[src/stm_defines.vh]
// Register map, field positions and encodings of the standard timer
`ifndef STM_DEFINES_VH
`define STM_DEFINES_VH

// ----------------------------------------
// Register addresses
// ----------------------------------------
`define STM_ADDR_C0 3'h0
`define STM_ADDR_C1 3'h1
`define STM_ADDR_DL 3'h2
`define STM_ADDR_DH 3'h3
`define STM_ADDR_AL 3'h4
`define STM_ADDR_AH 3'h5
`define STM_ADDR_RP 3'h6

// ----------------------------------------
// Field positions
// ----------------------------------------
`define STM_C0_PAU 7
`define STM_C0_CKS 6:4
`define STM_C0_ON 3
`define STM_C0_USED 7:3
`define STM_C1_MODE 7:6
`define STM_C1_PF 5:4
`define STM_C1_OC 3
`define STM_C1_POL 2
`define STM_C1_DPX 1
`define STM_C1_CCLR 0

// ----------------------------------------
// Encodings
// ----------------------------------------
`define STM_MODE_CMP 2'h0
`define STM_MODE_CAP 2'h1
`define STM_MODE_PWM 2'h2
`define STM_MODE_TMR 2'h3
`define STM_PF_NONE 2'h0
`define STM_PF_LOW 2'h1
`define STM_PF_HIGH 2'h2
`define STM_PF_TOG 2'h3
`define STM_PF_ACT 2'h1
`define STM_PF_PWM 2'h2
`define STM_PF_SP 2'h3
`define STM_CAP_OFF 2'h3
`define STM_CAP_RISE 2'h0
`define STM_CAP_FALL 2'h1
`define STM_CK_SYS4 3'h0
`define STM_CK_SYS 3'h1
`define STM_CK_H16 3'h2
`define STM_CK_H64 3'h3
`define STM_CK_TBC 3'h4
`define STM_CK_H 3'h5
`define STM_CK_EXTR 3'h6
`define STM_CK_EXTF 3'h7

// ----------------------------------------
// Constants
// ----------------------------------------
`define STM_B0 8'h00
`define STM_C0_RSV 3'h0
`define STM_CNT0 16'h0000
`define STM_CNT1 16'h0001
`define STM_LOW_FF 8'hFF
`define STM_D4_LAST 2'h3
`define STM_H16_LAST 4'hF
`define STM_H64_LAST 6'h3F
`endif

[src/stm_pin_sync.v]
// Three-stage pin synchroniser with agreement filter and edge pulses
`timescale 1ns/1ps
module stm_pin_sync
(
    // Clock and reset
    input wire i_ref_clk,
    input wire i_resetn,
    // Pin
    input wire i_pin,
    // Filtered level and edges
    output wire o_level,
    output wire o_rise,
    output wire o_fall
);
    reg s1_q;
    reg s2_q;
    reg s3_q;
    reg lvl_q;
    reg rise_q;
    reg fall_q;

    // A change counts only once the second and third stages agree
    always @(posedge i_ref_clk or negedge i_resetn)
    begin
        if (!i_resetn)
        begin
            s1_q <= 1'b0;
            s2_q <= 1'b0;
            s3_q <= 1'b0;
            lvl_q <= 1'b0;
            rise_q <= 1'b0;
            fall_q <= 1'b0;
        end
        else
        begin
            s1_q <= i_pin;
            s2_q <= s1_q;
            s3_q <= s2_q;
            rise_q <= (s2_q == s3_q) && s2_q && !lvl_q;
            fall_q <= (s2_q == s3_q) && !s2_q && lvl_q;
            if (s2_q == s3_q)
                lvl_q <= s2_q;
        end
    end

    assign o_level = lvl_q;
    assign o_rise = rise_q;
    assign o_fall = fall_q;
endmodule

[src/stm_tick_gen.v]
// Count clock selection and prescalers for the standard timer
`timescale 1ns/1ps
`include "stm_defines.vh"
module stm_tick_gen
(
    // Clock and reset
    input wire i_ref_clk,
    input wire i_resetn,
    // Selection and sources
    input wire [2:0] i_sel,
    input wire i_hclk_tick,
    input wire i_tbc_tick,
    input wire i_ext_rise,
    input wire i_ext_fall,
    // Selected count event
    output reg o_tick
);
    reg [1:0] d4_q;
    reg [5:0] hdiv_q;

    // Prescalers run freely so a source change needs no restart
    always @(posedge i_ref_clk or negedge i_resetn)
    begin
        if (!i_resetn)
        begin
            d4_q <= 2'h0;
            hdiv_q <= 6'h00;
        end
        else
        begin
            d4_q <= d4_q + 2'h1;
            if (i_hclk_tick)
                hdiv_q <= hdiv_q + 6'h01;
        end
    end

    always @*
    begin
        case (i_sel)
            `STM_CK_SYS4: o_tick = (d4_q == `STM_D4_LAST);
            `STM_CK_SYS: o_tick = 1'b1;
            `STM_CK_H16: o_tick = i_hclk_tick && (hdiv_q[3:0] == `STM_H16_LAST);
            `STM_CK_H64: o_tick = i_hclk_tick && (hdiv_q == `STM_H64_LAST);
            `STM_CK_TBC: o_tick = i_tbc_tick;
            `STM_CK_H: o_tick = i_hclk_tick;
            `STM_CK_EXTR: o_tick = i_ext_rise;
            `STM_CK_EXTF: o_tick = i_ext_fall;
            default: o_tick = 1'b0;
        endcase
    end
endmodule

[src/stm_timer.v]
// Standard 16-bit timer: registers, counter, comparators and pin logic
//
// The register addresses and the strobed register port are this design's own decisions.
`timescale 1ns/1ps
`include "stm_defines.vh"

// Contract
// - Counter readable as two read-only bytes
// - Compare A is a read/write byte pair
// - Compare P is one 8-bit register
// - Pause holds counter, resume continues
// - Clock select picks one of eight sources
// - Run-enable rising edge zeroes the counter
// - Run-enable low halts, counter kept
// - Run rising restores initial pin level
// - Mode field selects four operating modes
// - Timer/counter mode releases the pin
// - Compare A match: none, low, high, toggle
// - Requested level equal initial: no change
// - PWM pin: inactive, active, PWM, pulse
// - Capture edge: rise, fall, both, off
// - Control 0 bits 2..0 read zero
// - Output control: initial or active level
// - Polarity bit inverts pin, not timer mode
// - Duty/period swap exchanges A and P roles
// - Clear on A match, or P/overflow
module stm_timer
(
    // Clock and reset
    input wire i_ref_clk,
    input wire i_resetn,
    // Register port
    input wire [2:0] i_addr,
    input wire [7:0] i_wdata,
    input wire i_wr,
    input wire i_rd,
    output wire [7:0] o_rdata,
    // Internal clock events
    input wire i_hclk_tick,
    input wire i_tbc_tick,
    // External count pin
    input wire i_ext_count_pin,
    // Timer pin
    input wire i_timer_io_pin,
    output wire o_timer_io_pin,
    output wire o_timer_io_oe,
    // Match events
    output wire o_match_a,
    output wire o_match_p
);
    // ----------------------------------------
    // Declarations
    // ----------------------------------------
    reg [7:3] ctl0_q;
    reg [7:0] ctl1_q;
    reg [15:0] cnt_q;
    reg [15:0] cmpa_q;
    reg [7:0] cmpp_q;
    reg run_prev_q;
    reg pin_q;
    reg sp_done_q;
    reg pwm_lvl_q;
    reg match_a_q;
    reg match_p_q;
    reg [7:0] rdata_q;
    reg [7:0] rdata_d;
    reg clear_hit;
    reg pwm_act;
    wire pause;
    wire run;
    wire run_rise;
    wire [1:0] mode;
    wire [1:0] pf;
    wire oc;
    wire pol;
    wire dpx;
    wire cclr;
    wire tick;
    wire step;
    wire hit_a;
    wire hit_p;
    wire [15:0] p_last;
    wire [15:0] p_span;
    wire ext_rise;
    wire ext_fall;
    wire io_rise;
    wire io_fall;
    wire cap_evt;

    assign pause = ctl0_q[`STM_C0_PAU];
    assign run = ctl0_q[`STM_C0_ON];
    assign mode = ctl1_q[`STM_C1_MODE];
    assign pf = ctl1_q[`STM_C1_PF];
    assign oc = ctl1_q[`STM_C1_OC];
    assign pol = ctl1_q[`STM_C1_POL];
    assign dpx = ctl1_q[`STM_C1_DPX];
    assign cclr = ctl1_q[`STM_C1_CCLR];

    // ----------------------------------------
    // Pin synchronisers and count clock
    // ----------------------------------------
    stm_pin_sync u_ext_sync
    (
        .i_ref_clk(i_ref_clk),
        .i_resetn(i_resetn),
        .i_pin(i_ext_count_pin),
        .o_level(),
        .o_rise(ext_rise),
        .o_fall(ext_fall)
    );

    stm_pin_sync u_io_sync
    (
        .i_ref_clk(i_ref_clk),
        .i_resetn(i_resetn),
        .i_pin(i_timer_io_pin),
        .o_level(),
        .o_rise(io_rise),
        .o_fall(io_fall)
    );

    stm_tick_gen u_tick
    (
        .i_ref_clk(i_ref_clk),
        .i_resetn(i_resetn),
        .i_sel(ctl0_q[`STM_C0_CKS]),
        .i_hclk_tick(i_hclk_tick),
        .i_tbc_tick(i_tbc_tick),
        .i_ext_rise(ext_rise),
        .i_ext_fall(ext_fall),
        .o_tick(tick)
    );

    // ----------------------------------------
    // Counter and comparators
    // ----------------------------------------
    // Counting needs the module on and not paused
    assign step = tick && run && !pause;
    assign run_rise = run && !run_prev_q;

    // P compares the high byte; zero means a full 65536-count span
    assign p_span = {cmpp_q, `STM_B0};
    assign p_last = p_span - `STM_CNT1;
    assign hit_a = step && (cnt_q == cmpa_q);
    assign hit_p = step && (cnt_q == p_last);

    always @*
    begin
        if (mode == `STM_MODE_PWM)
        begin
            // Period register picked by the swap bit
            if (dpx)
                clear_hit = hit_a;
            else
                clear_hit = hit_p;
        end
        else if (cclr)
            clear_hit = hit_a;
        else
            clear_hit = hit_p;
    end

    always @(posedge i_ref_clk or negedge i_resetn)
    begin
        if (!i_resetn)
        begin
            cnt_q <= `STM_CNT0;
            run_prev_q <= 1'b0;
            match_a_q <= 1'b0;
            match_p_q <= 1'b0;
        end
        else
        begin
            run_prev_q <= run;
            match_a_q <= hit_a;
            match_p_q <= hit_p && !(cclr && mode != `STM_MODE_PWM);
            if (run_rise)
                cnt_q <= `STM_CNT0;
            else if (clear_hit)
                cnt_q <= `STM_CNT0;
            else if (step)
                cnt_q <= cnt_q + `STM_CNT1;
        end
    end

    // ----------------------------------------
    // PWM active level
    // ----------------------------------------
    // Duty at or beyond the period gives a 100 percent waveform
    always @*
    begin
        if (dpx)
            pwm_act = (cmpp_q == `STM_B0) || (cnt_q < p_span);
        else
            pwm_act = cnt_q < cmpa_q;
    end

    // ----------------------------------------
    // Output pin state
    // ----------------------------------------
    always @(posedge i_ref_clk or negedge i_resetn)
    begin
        if (!i_resetn)
        begin
            pin_q <= 1'b0;
            sp_done_q <= 1'b0;
            pwm_lvl_q <= 1'b0;
        end
        else
        begin
            if (run_rise)
            begin
                pin_q <= oc;
                sp_done_q <= 1'b0;
            end
            else if (hit_a && mode == `STM_MODE_CMP)
            begin
                // A level equal to the present one leaves the pin as is
                case (pf)
                    `STM_PF_NONE: pin_q <= pin_q;
                    `STM_PF_LOW: pin_q <= 1'b0;
                    `STM_PF_HIGH: pin_q <= 1'b1;
                    `STM_PF_TOG: pin_q <= !pin_q;
                    default: pin_q <= pin_q;
                endcase
            end
            // Single pulse ends at the first period end and stays off
            if (mode == `STM_MODE_PWM && pf == `STM_PF_SP && clear_hit)
                sp_done_q <= 1'b1;
            case (pf)
                `STM_PF_NONE: pwm_lvl_q <= 1'b0;
                `STM_PF_ACT: pwm_lvl_q <= 1'b1;
                `STM_PF_PWM: pwm_lvl_q <= run && pwm_act;
                `STM_PF_SP: pwm_lvl_q <= run && pwm_act && !sp_done_q;
                default: pwm_lvl_q <= 1'b0;
            endcase
        end
    end

    // Level seen at the pin before the polarity bit
    reg pin_raw;
    always @*
    begin
        case (mode)
            `STM_MODE_CMP: pin_raw = pin_q;
            `STM_MODE_PWM: pin_raw = oc ? pwm_lvl_q : !pwm_lvl_q;
            default: pin_raw = 1'b0;
        endcase
    end

    // Timer/counter and capture modes leave the pin to others
    assign o_timer_io_oe = (mode == `STM_MODE_CMP) || (mode == `STM_MODE_PWM);
    assign o_timer_io_pin = o_timer_io_oe ? (pin_raw ^ pol) : 1'b0;

    // ----------------------------------------
    // Capture
    // ----------------------------------------
    // Captured count lands in compare A, which software then reads
    assign cap_evt = (mode == `STM_MODE_CAP) && run &&
        ((pf == `STM_CAP_RISE && io_rise) ||
         (pf == `STM_CAP_FALL && io_fall) ||
         (pf == `STM_PF_HIGH && (io_rise || io_fall)));

    // ----------------------------------------
    // Register writes
    // ----------------------------------------
    // Mode and pin function writes take effect at once; software
    // must stop the timer first or the waveform may glitch
    always @(posedge i_ref_clk or negedge i_resetn)
    begin
        if (!i_resetn)
        begin
            ctl0_q <= 5'h00;
            ctl1_q <= `STM_B0;
            cmpa_q <= `STM_CNT0;
            cmpp_q <= `STM_B0;
        end
        else
        begin
            if (i_wr)
            begin
                case (i_addr)
                    `STM_ADDR_C0: ctl0_q <= i_wdata[`STM_C0_USED];
                    `STM_ADDR_C1: ctl1_q <= i_wdata;
                    `STM_ADDR_AL: cmpa_q[7:0] <= i_wdata;
                    `STM_ADDR_AH: cmpa_q[15:8] <= i_wdata;
                    `STM_ADDR_RP: cmpp_q <= i_wdata;
                    default: ctl0_q <= ctl0_q;
                endcase
            end
            // A capture wins over a write in the same cycle
            if (cap_evt)
                cmpa_q <= cnt_q;
        end
    end

    // ----------------------------------------
    // Register reads
    // ----------------------------------------
    always @*
    begin
        case (i_addr)
            `STM_ADDR_C0: rdata_d = {ctl0_q, `STM_C0_RSV};
            `STM_ADDR_C1: rdata_d = ctl1_q;
            `STM_ADDR_DL: rdata_d = cnt_q[7:0];
            `STM_ADDR_DH: rdata_d = cnt_q[15:8];
            `STM_ADDR_AL: rdata_d = cmpa_q[7:0];
            `STM_ADDR_AH: rdata_d = cmpa_q[15:8];
            `STM_ADDR_RP: rdata_d = cmpp_q;
            default: rdata_d = `STM_B0;
        endcase
    end

    // Read data stands only in the cycle after the strobe
    always @(posedge i_ref_clk or negedge i_resetn)
    begin
        if (!i_resetn)
            rdata_q <= `STM_B0;
        else if (i_rd)
            rdata_q <= rdata_d;
        else
            rdata_q <= `STM_B0;
    end

    assign o_rdata = rdata_q;
    assign o_match_a = match_a_q;
    assign o_match_p = match_p_q;
endmodule

[config.mk]
export PLATFORM = sky130hd
export DESIGN_NAME = stm_timer
export DESIGN_NICKNAME = d
export VERILOG_FILES = /design/src/stm_pin_sync.v /design/src/stm_tick_gen.v /design/src/stm_timer.v
export VERILOG_INCLUDE_DIRS = /design/src
export SDC_FILE = /design/constraint.sdc
export NUM_CORES = 1
export LEC_CHECK = 0
export BUFFER_PORTS_ARGS = -buffer_cell sky130_fd_sc_hd__clkbuf_2
export CAP_MARGIN = 20
export CORE_UTILIZATION = 45
export CTS_CLUSTER_SIZE = 20
export DETAILED_ROUTE_END_ITERATION = 16
export MAX_ROUTING_LAYER = met4
export PLACE_DENSITY = 0.61
export RECOVER_POWER = 100
export REMOVE_ABC_BUFFERS = 1
export SLEW_MARGIN = 20
export SYNTH_ARGS = -nofsm -noshare
export SYNTH_HDL_FRONTEND = slang
export SYNTH_HIERARCHICAL = 1
export SYNTH_SLANG_ARGS = --single-unit
[constraint.sdc]
create_clock -name i_ref_clk -period 2.9 [get_ports i_ref_clk]
set_clock_uncertainty 0.1 [all_clocks]
set_input_delay 0 -clock i_ref_clk [delete_from_list [all_inputs] [get_ports i_ref_clk]]
set_output_delay 0 -clock i_ref_clk [all_outputs]
set_load 0.02 [all_outputs]
After elaboration in Yosys (flattened, before gate mapping). Index checks and enable logic that the tools add are counted.

Register bits: 87. Input bits: 19. Output and inout port bits: 12. Word-level logic and storage cells: 143.

Add/subtract/negate cells: 4. $lt $le $gt $ge: 2. Equal/unequal tests: 27. Multiplexer cells: 23. Bitwise operators: 1. Reductions and logical operators: 59.

Operators by type and width (count): $mux W16 (5); $pmux W8 S7 (1); $eq A16 B16 Y1 (2); $lt A16 B16 Y1 (2); $logic_and A1 B1 Y1 (27); $mux W8 (3); $eq A3 B3 Y1 const B (7); $add A16 B1 Y16 const B (1); $sub A16 B1 Y16 const B (1); $eq A3 B2 Y1 const B (4); $reduce_and A2 Y1 (6); $logic_not A1 Y1 (10); $mux W1 (10); $reduce_bool A2 Y1 (5); $eq A2 B2 Y1 const B (4); $logic_not A8 Y1 (1); $pmux W1 S8 (1); $add A6 B1 Y6 const B (1); $eq A3 B1 Y1 const B (2); $eq A6 B6 Y1 const B (1); $logic_not A3 Y1 (2); $logic_or A1 B1 Y1 (5); $eq A2 B1 Y1 const B (2); $eq A4 B4 Y1 const B (1); other kinds (9) (12).

Depth between registers and ports, before layout.
Depth after elaboration: 10. Gate-level depth with buffers: 11. Gate-level depth less buffers: 9.

Modules after synthesis. Netlist, hierarchy kept.

Modules (own cells, without submodules): stm_timer (instances 1, cells an instance 455, area each 4391.7 um^2, seq. area each 1676.6 um^2); stm_pin_sync (instances 2, cells an instance 13, area each 210.2 um^2, seq. area each 150.1 um^2); stm_tick_gen (instances 1, cells an instance 31, area each 369.1 um^2, seq. area each 200.2 um^2).

Least setup slack after synthesis. Ideal clock, no wire load.

Path type: reg-to-reg. From: register u_tick.hdiv_q[0]. To: register match_p_q, in the netlist o_match_p. Library setup time: 77 ps. Arrival: 2166 ps. Required time: 2723 ps. Slack: 557 ps. Stages on the path, launching flop included: 10. Buffers on the path: 0. Clock period less this slack: 2343 ps. Path through: dfrtp_1 ha_1 nand4_1 a21oi_1 o221a_2 nand3b_1 nor3_1 o2111ai_1 or4_1 a21oi_1.

Longest elaborated chain between the ends: 7.

RTL lines: start: declaration (line stm_tick_gen.v:19) `reg [5:0] hdiv_q;`; start signal: assignment (line stm_tick_gen.v:33) `hdiv_q <= hdiv_q + 6'h01;`; $eq A6 B6 Y1 (no line) or $eq A4 B4 Y1 (tied branches); $logic_and A1 B1 Y1, on equally long branches (line stm_tick_gen.v:43, stm_tick_gen.v:42); $pmux W1 S8 (*) (line stm_tick_gen.v:39) `case (i_sel)`; via tick (line stm_timer.v:78) `wire tick;`; $logic_and A1 B1 Y1 (*) (2 in series) (line stm_timer.v:138) `assign step = tick && run && !pause;`; $logic_and A1 B1 Y1 (*) (line stm_timer.v:145) `assign hit_p = step && (cnt_q == p_last);`; $logic_and A1 B1 Y1 (*) (line stm_timer.v:176) `` match_p_q <= hit_p && !(cclr && mode != `STM_MODE_PWM); ``; end signal: assignment (line stm_timer.v:176); end: declaration (line stm_timer.v:64) `reg match_p_q;`.

The timed path passes the listed nets; every way through them passes the cells marked *. A chain may end at the register's enable or synchronous reset.

Final worst setup path.
From: register u_tick.hdiv_q[0]. To: register sp_done_q.

Longest elaborated chain between the ends: 10.

RTL lines: $eq A6 B6 Y1 (no line) or $eq A4 B4 Y1 (tied branches); $logic_and A1 B1 Y1, on equally long branches (line stm_tick_gen.v:43, stm_tick_gen.v:42); $pmux W1 S8 (*) (line stm_tick_gen.v:39); via tick (line stm_timer.v:78); $logic_and A1 B1 Y1 (*) (2 in series) (line stm_timer.v:138); $logic_and A1 B1 Y1, on equally long branches (line stm_timer.v:145, stm_timer.v:144); $mux W1, on equally long branches (line stm_timer.v:157, stm_timer.v:152); $mux W1 (*) (line stm_timer.v:149) `` if (mode == `STM_MODE_PWM) ``; $logic_and A1 B1 Y1 (*) (line stm_timer.v:228) `` if (mode == `STM_MODE_PWM && pf == `STM_PF_SP && clear_hit) ``; $mux W1 or $reduce_bool A2 Y1 (tied branches); end signal: assignment (line stm_timer.v:206) `sp_done_q <= 1'b0;`; end signal: assignment (line stm_timer.v:214) `sp_done_q <= 1'b0;`; end signal: assignment (line stm_timer.v:229) `sp_done_q <= 1'b1;`; end: declaration (line stm_timer.v:61) `reg sp_done_q;`.

Marked as above.

==> results.tsv <==
metric	value	unit
antenna_left	0	
vias	3973	
cts_buffers	9	
status	finished, violations left	
intPower	2.66	mW
hold_viol	0	
clkSinkCount	87	
synth_top_area_cell	dfrtp_1	
clkTransAtPathRegs	0.06	ns
drc	0	
drt-vias-per-instance	5.66	
leakage	2.71	nW
holdCritStartpoint	i_addr[2]	
tns	0	ns
synth.distinct_cells	60	
drive_gt1_frac	0.158	
slew_headroom	-0.0304	
synth.area.top_cells	dfrtp_1 (42%), ha_1 (8.0%), mux2_2 (5.9%)	
die_h	109	um
crit_path_start	u_tick/hdiv_q[0]$_DFFE_PN0P_	
area_growth	13.5	%
yosysWarnings	6	
required	3.08	ns
min_to	o_rdata[6]$_DFF_PN0_	
ys_seq_area_frac	0.420	
drv_cap	1	
drt-total-wl	13100	um
clk_latency	0.35	ns
yosysMostFrequentCell	dfrtp_1	
synthDominantCellAreaShare	0.420	
power	3.94	mW
setup_viol	0	
synth_area	5180	sq um
period_minus_slack	2.60	ns
gp_congestion	0.934	
track_usage	0.249	
detailed_place_hpwl	9770	um
worst-path-max-fanout	4	
timing.rr.start	u_tick/hdiv_q[0]$_DFFE_PN0P_	
worstSetupPathType	reg2reg	
irDropWorstVdd	0.000337	V
io_pins	31	
synth_edf_count	0	
drt-wirelength-per-cell	18.6	um
violations	max-capacitance violations, max-slew violations	
p_comb_frac	0.248	
p_per_area	670	nW/um^2
htree_levels	3	
p_sw	1.28	mW
reg2reg_to	sp_done_q$_DFFE_PN0P_	
final.period_utilization	0.896	
setup.worst_path.start_class	flop	
switching_share	0.326	
synthFlopType	dfrtp_1	
portBuffers	30	
die_w	109	um
synthTopCellsByCount	dfrtp_1 (87), nand2_1 (40), nor2_1 (35), inv_1 (34), ha_1 (33)	
drt-initial-drc-count	186	
grt_max_degree	50	
grt_pass1_wl	21000	um
grt_pass1_vias	3822	
cts_tree	built	
hp-class	in2reg	
syn_avg_cell_area	10.1	sq um
share_seq_of_total_power	0.437	
r2r_slack	0.30	ns
overflow	0	
syn-instance-count	512	
tightest_slew	1.55	ns
n_antenna_cell	0	
rr_worst_depth	9	
endpoint_kind	flop	
firstDrtPassIters	4	
async_flop_share	1.00	
p_clk_frac	0.316	
cts_buffer_depth	2	
fmax	385	MHz
post_cts_buffers	0	
slew_viol_final	29	
nNetsFinal	610	
ys_seq_elements	87	
antenna_found_initial	0	
die_area	11900	sq um
cts_root_buffer	clkbuf_16	
worst_hold_path.num_cells	4	
crit_arrival	2.78	ns
initial_utilization	0.470	
core	11000	sq um
row_count	38	
grt_setup_unrepaired	false	
## critical path, cell delays in order (launching register included)
cell,delay (ns)
dfrtp_1,0.39
ha_1,0.19
nand4_1,0.14
a21oi_1,0.16
o221a_2,0.24
nand3b_1,0.16
nor3_2,0.34
nand3_1,0.21
or4_1,0.52
nand3_1,0.09
## power by group through the flow
stage	combinational, mW	clock (mW)	sequential (mW)
after floorplan	0.713	0	1.65
after global placement	0.950	0	1.73
after detailed placement	0.969	0	1.74
after CTS	0.993	1.27	1.72
after global routing	1.10	1.32	1.76
final	0.976	1.24	1.72
## kinds of logic (layout without fill, tap and decap cells)
kind of cell	after synthesis	count (layout)	synth area share
buffers and inverters	61	111	0.0541
XOR/XNOR	30	30	0.0507
multiplexers	50	50	0.111
flip-flops	87	87	0.420
AND/OR/NAND/NOR	162	162	0.174
adder cells (fa/ha/maj)	33	33	0.0797
AO/OA/AOI/OAI	89	89	0.110
## flip-flops by register name, summed over array words and instances (netlist names), 2 cells and up
register	cells
ctl0_q	5
u_tick/hdiv_q	6
cmpp_q	8
o_rdata	8
u_tick/d4_q	2
cmpa_q	16
cnt_q	16
ctl1_q	8
## per-layer routing
metal,global-route usage,vias up,share of wire
met1,0.335,1914,0.48
met3,0.0397,32,0.047
li1,-,1920,-
met5,-,-,0
met4,0.120,0,0.038
met2,0.367,107,0.44
## stage by stage
step | std cells | hold slack (ns) | setup slack (ns) | utilization | instance area [sq um]
after global placement | 674 | -0.0278 | 0.355 | 0.500 | 5510
after floorplan | 485 | -0.396 | 0.322 | - | 5030
after detailed placement | 674 | -0.0334 | 0.199 | 0.500 | 5510
after CTS | 702 | 0.147 | 0.182 | 0.540 | 5960
final | 702 | 0.181 | 0.301 | 0.533 | 5880
after global routing | 702 | 0.189 | 0.0985 | 0.533 | 5880
## cell type report
| type | instances | area (sq um) |
|---|---|---|
| clock inverters | 6 | 93.8 |
| inverters | 34 | 128 |
| repair buffers | 62 | 388 |
| fillers | 989 | 5150 |
| flip-flops and latches | 87 | 2180 |
| multi-input cells | 364 | 2700 |
| clock buffers | 9 | 225 |
| well taps | 140 | 175 |
## how the worst max path moves through the flow
stage                            endpoint  slack, ns  depth (start not counted)
global route        sp_done_q$_DFFE_PN0P_        0.1                          9
floorplan            cnt_q[1]$_DFFE_PN0P_       0.32                          9
CTS                 sp_done_q$_DFFE_PN0P_       0.18                          9
finish              sp_done_q$_DFFE_PN0P_       0.30                          9
global placement      o_match_p$_DFF_PN0_       0.35                          9
detailed placement  sp_done_q$_DFFE_PN0P_       0.20                          9
## cells in the final DEF, fill, tap and decap left out, types with 3 or more instances in the layout
cell type | Yosys | routed
clkbuf_2 | 1 | 17
and2_1 | 3 | 3
a21oi_1 | 22 | 22
and3_1 | 7 | 7
nor2b_1 | 6 | 6
nor3_1 | 13 | 19
a211oi_1 | 4 | 4
nor3_2 | 9 | 3
a31oi_1 | 4 | 4
a22oi_1 | 6 | 6
xnor2_1 | 13 | 13
nand2_1 | 40 | 40
clkbuf_1 | 13 | 18
clkbuf_16 | 0 | 9
dlygate4sd3_1 | 0 | 13
mux2i_1 | 18 | 18
a221oi_1 | 3 | 3
buf_4 | 2 | 14
nor4_1 | 3 | 3
nor2_1 | 35 | 35
nand3_1 | 10 | 10
xor2_1 | 17 | 17
and4_1 | 3 | 4
nand2b_1 | 6 | 6
dfrtp_1 | 87 | 87
inv_1 | 34 | 34
nand4_1 | 11 | 11
o22ai_1 | 3 | 3
ha_1 | 33 | 33
o21ai_0 | 28 | 29
mux2_2 | 27 | 27
## what timing repair did
action                                 CTS  global route
gates resized for setup                  0             1
setup endpoints to repair                0             3
endpoints found under the hold margin   99             0
hold buffers                            13             0
Power figures use the tool's default switching activity.
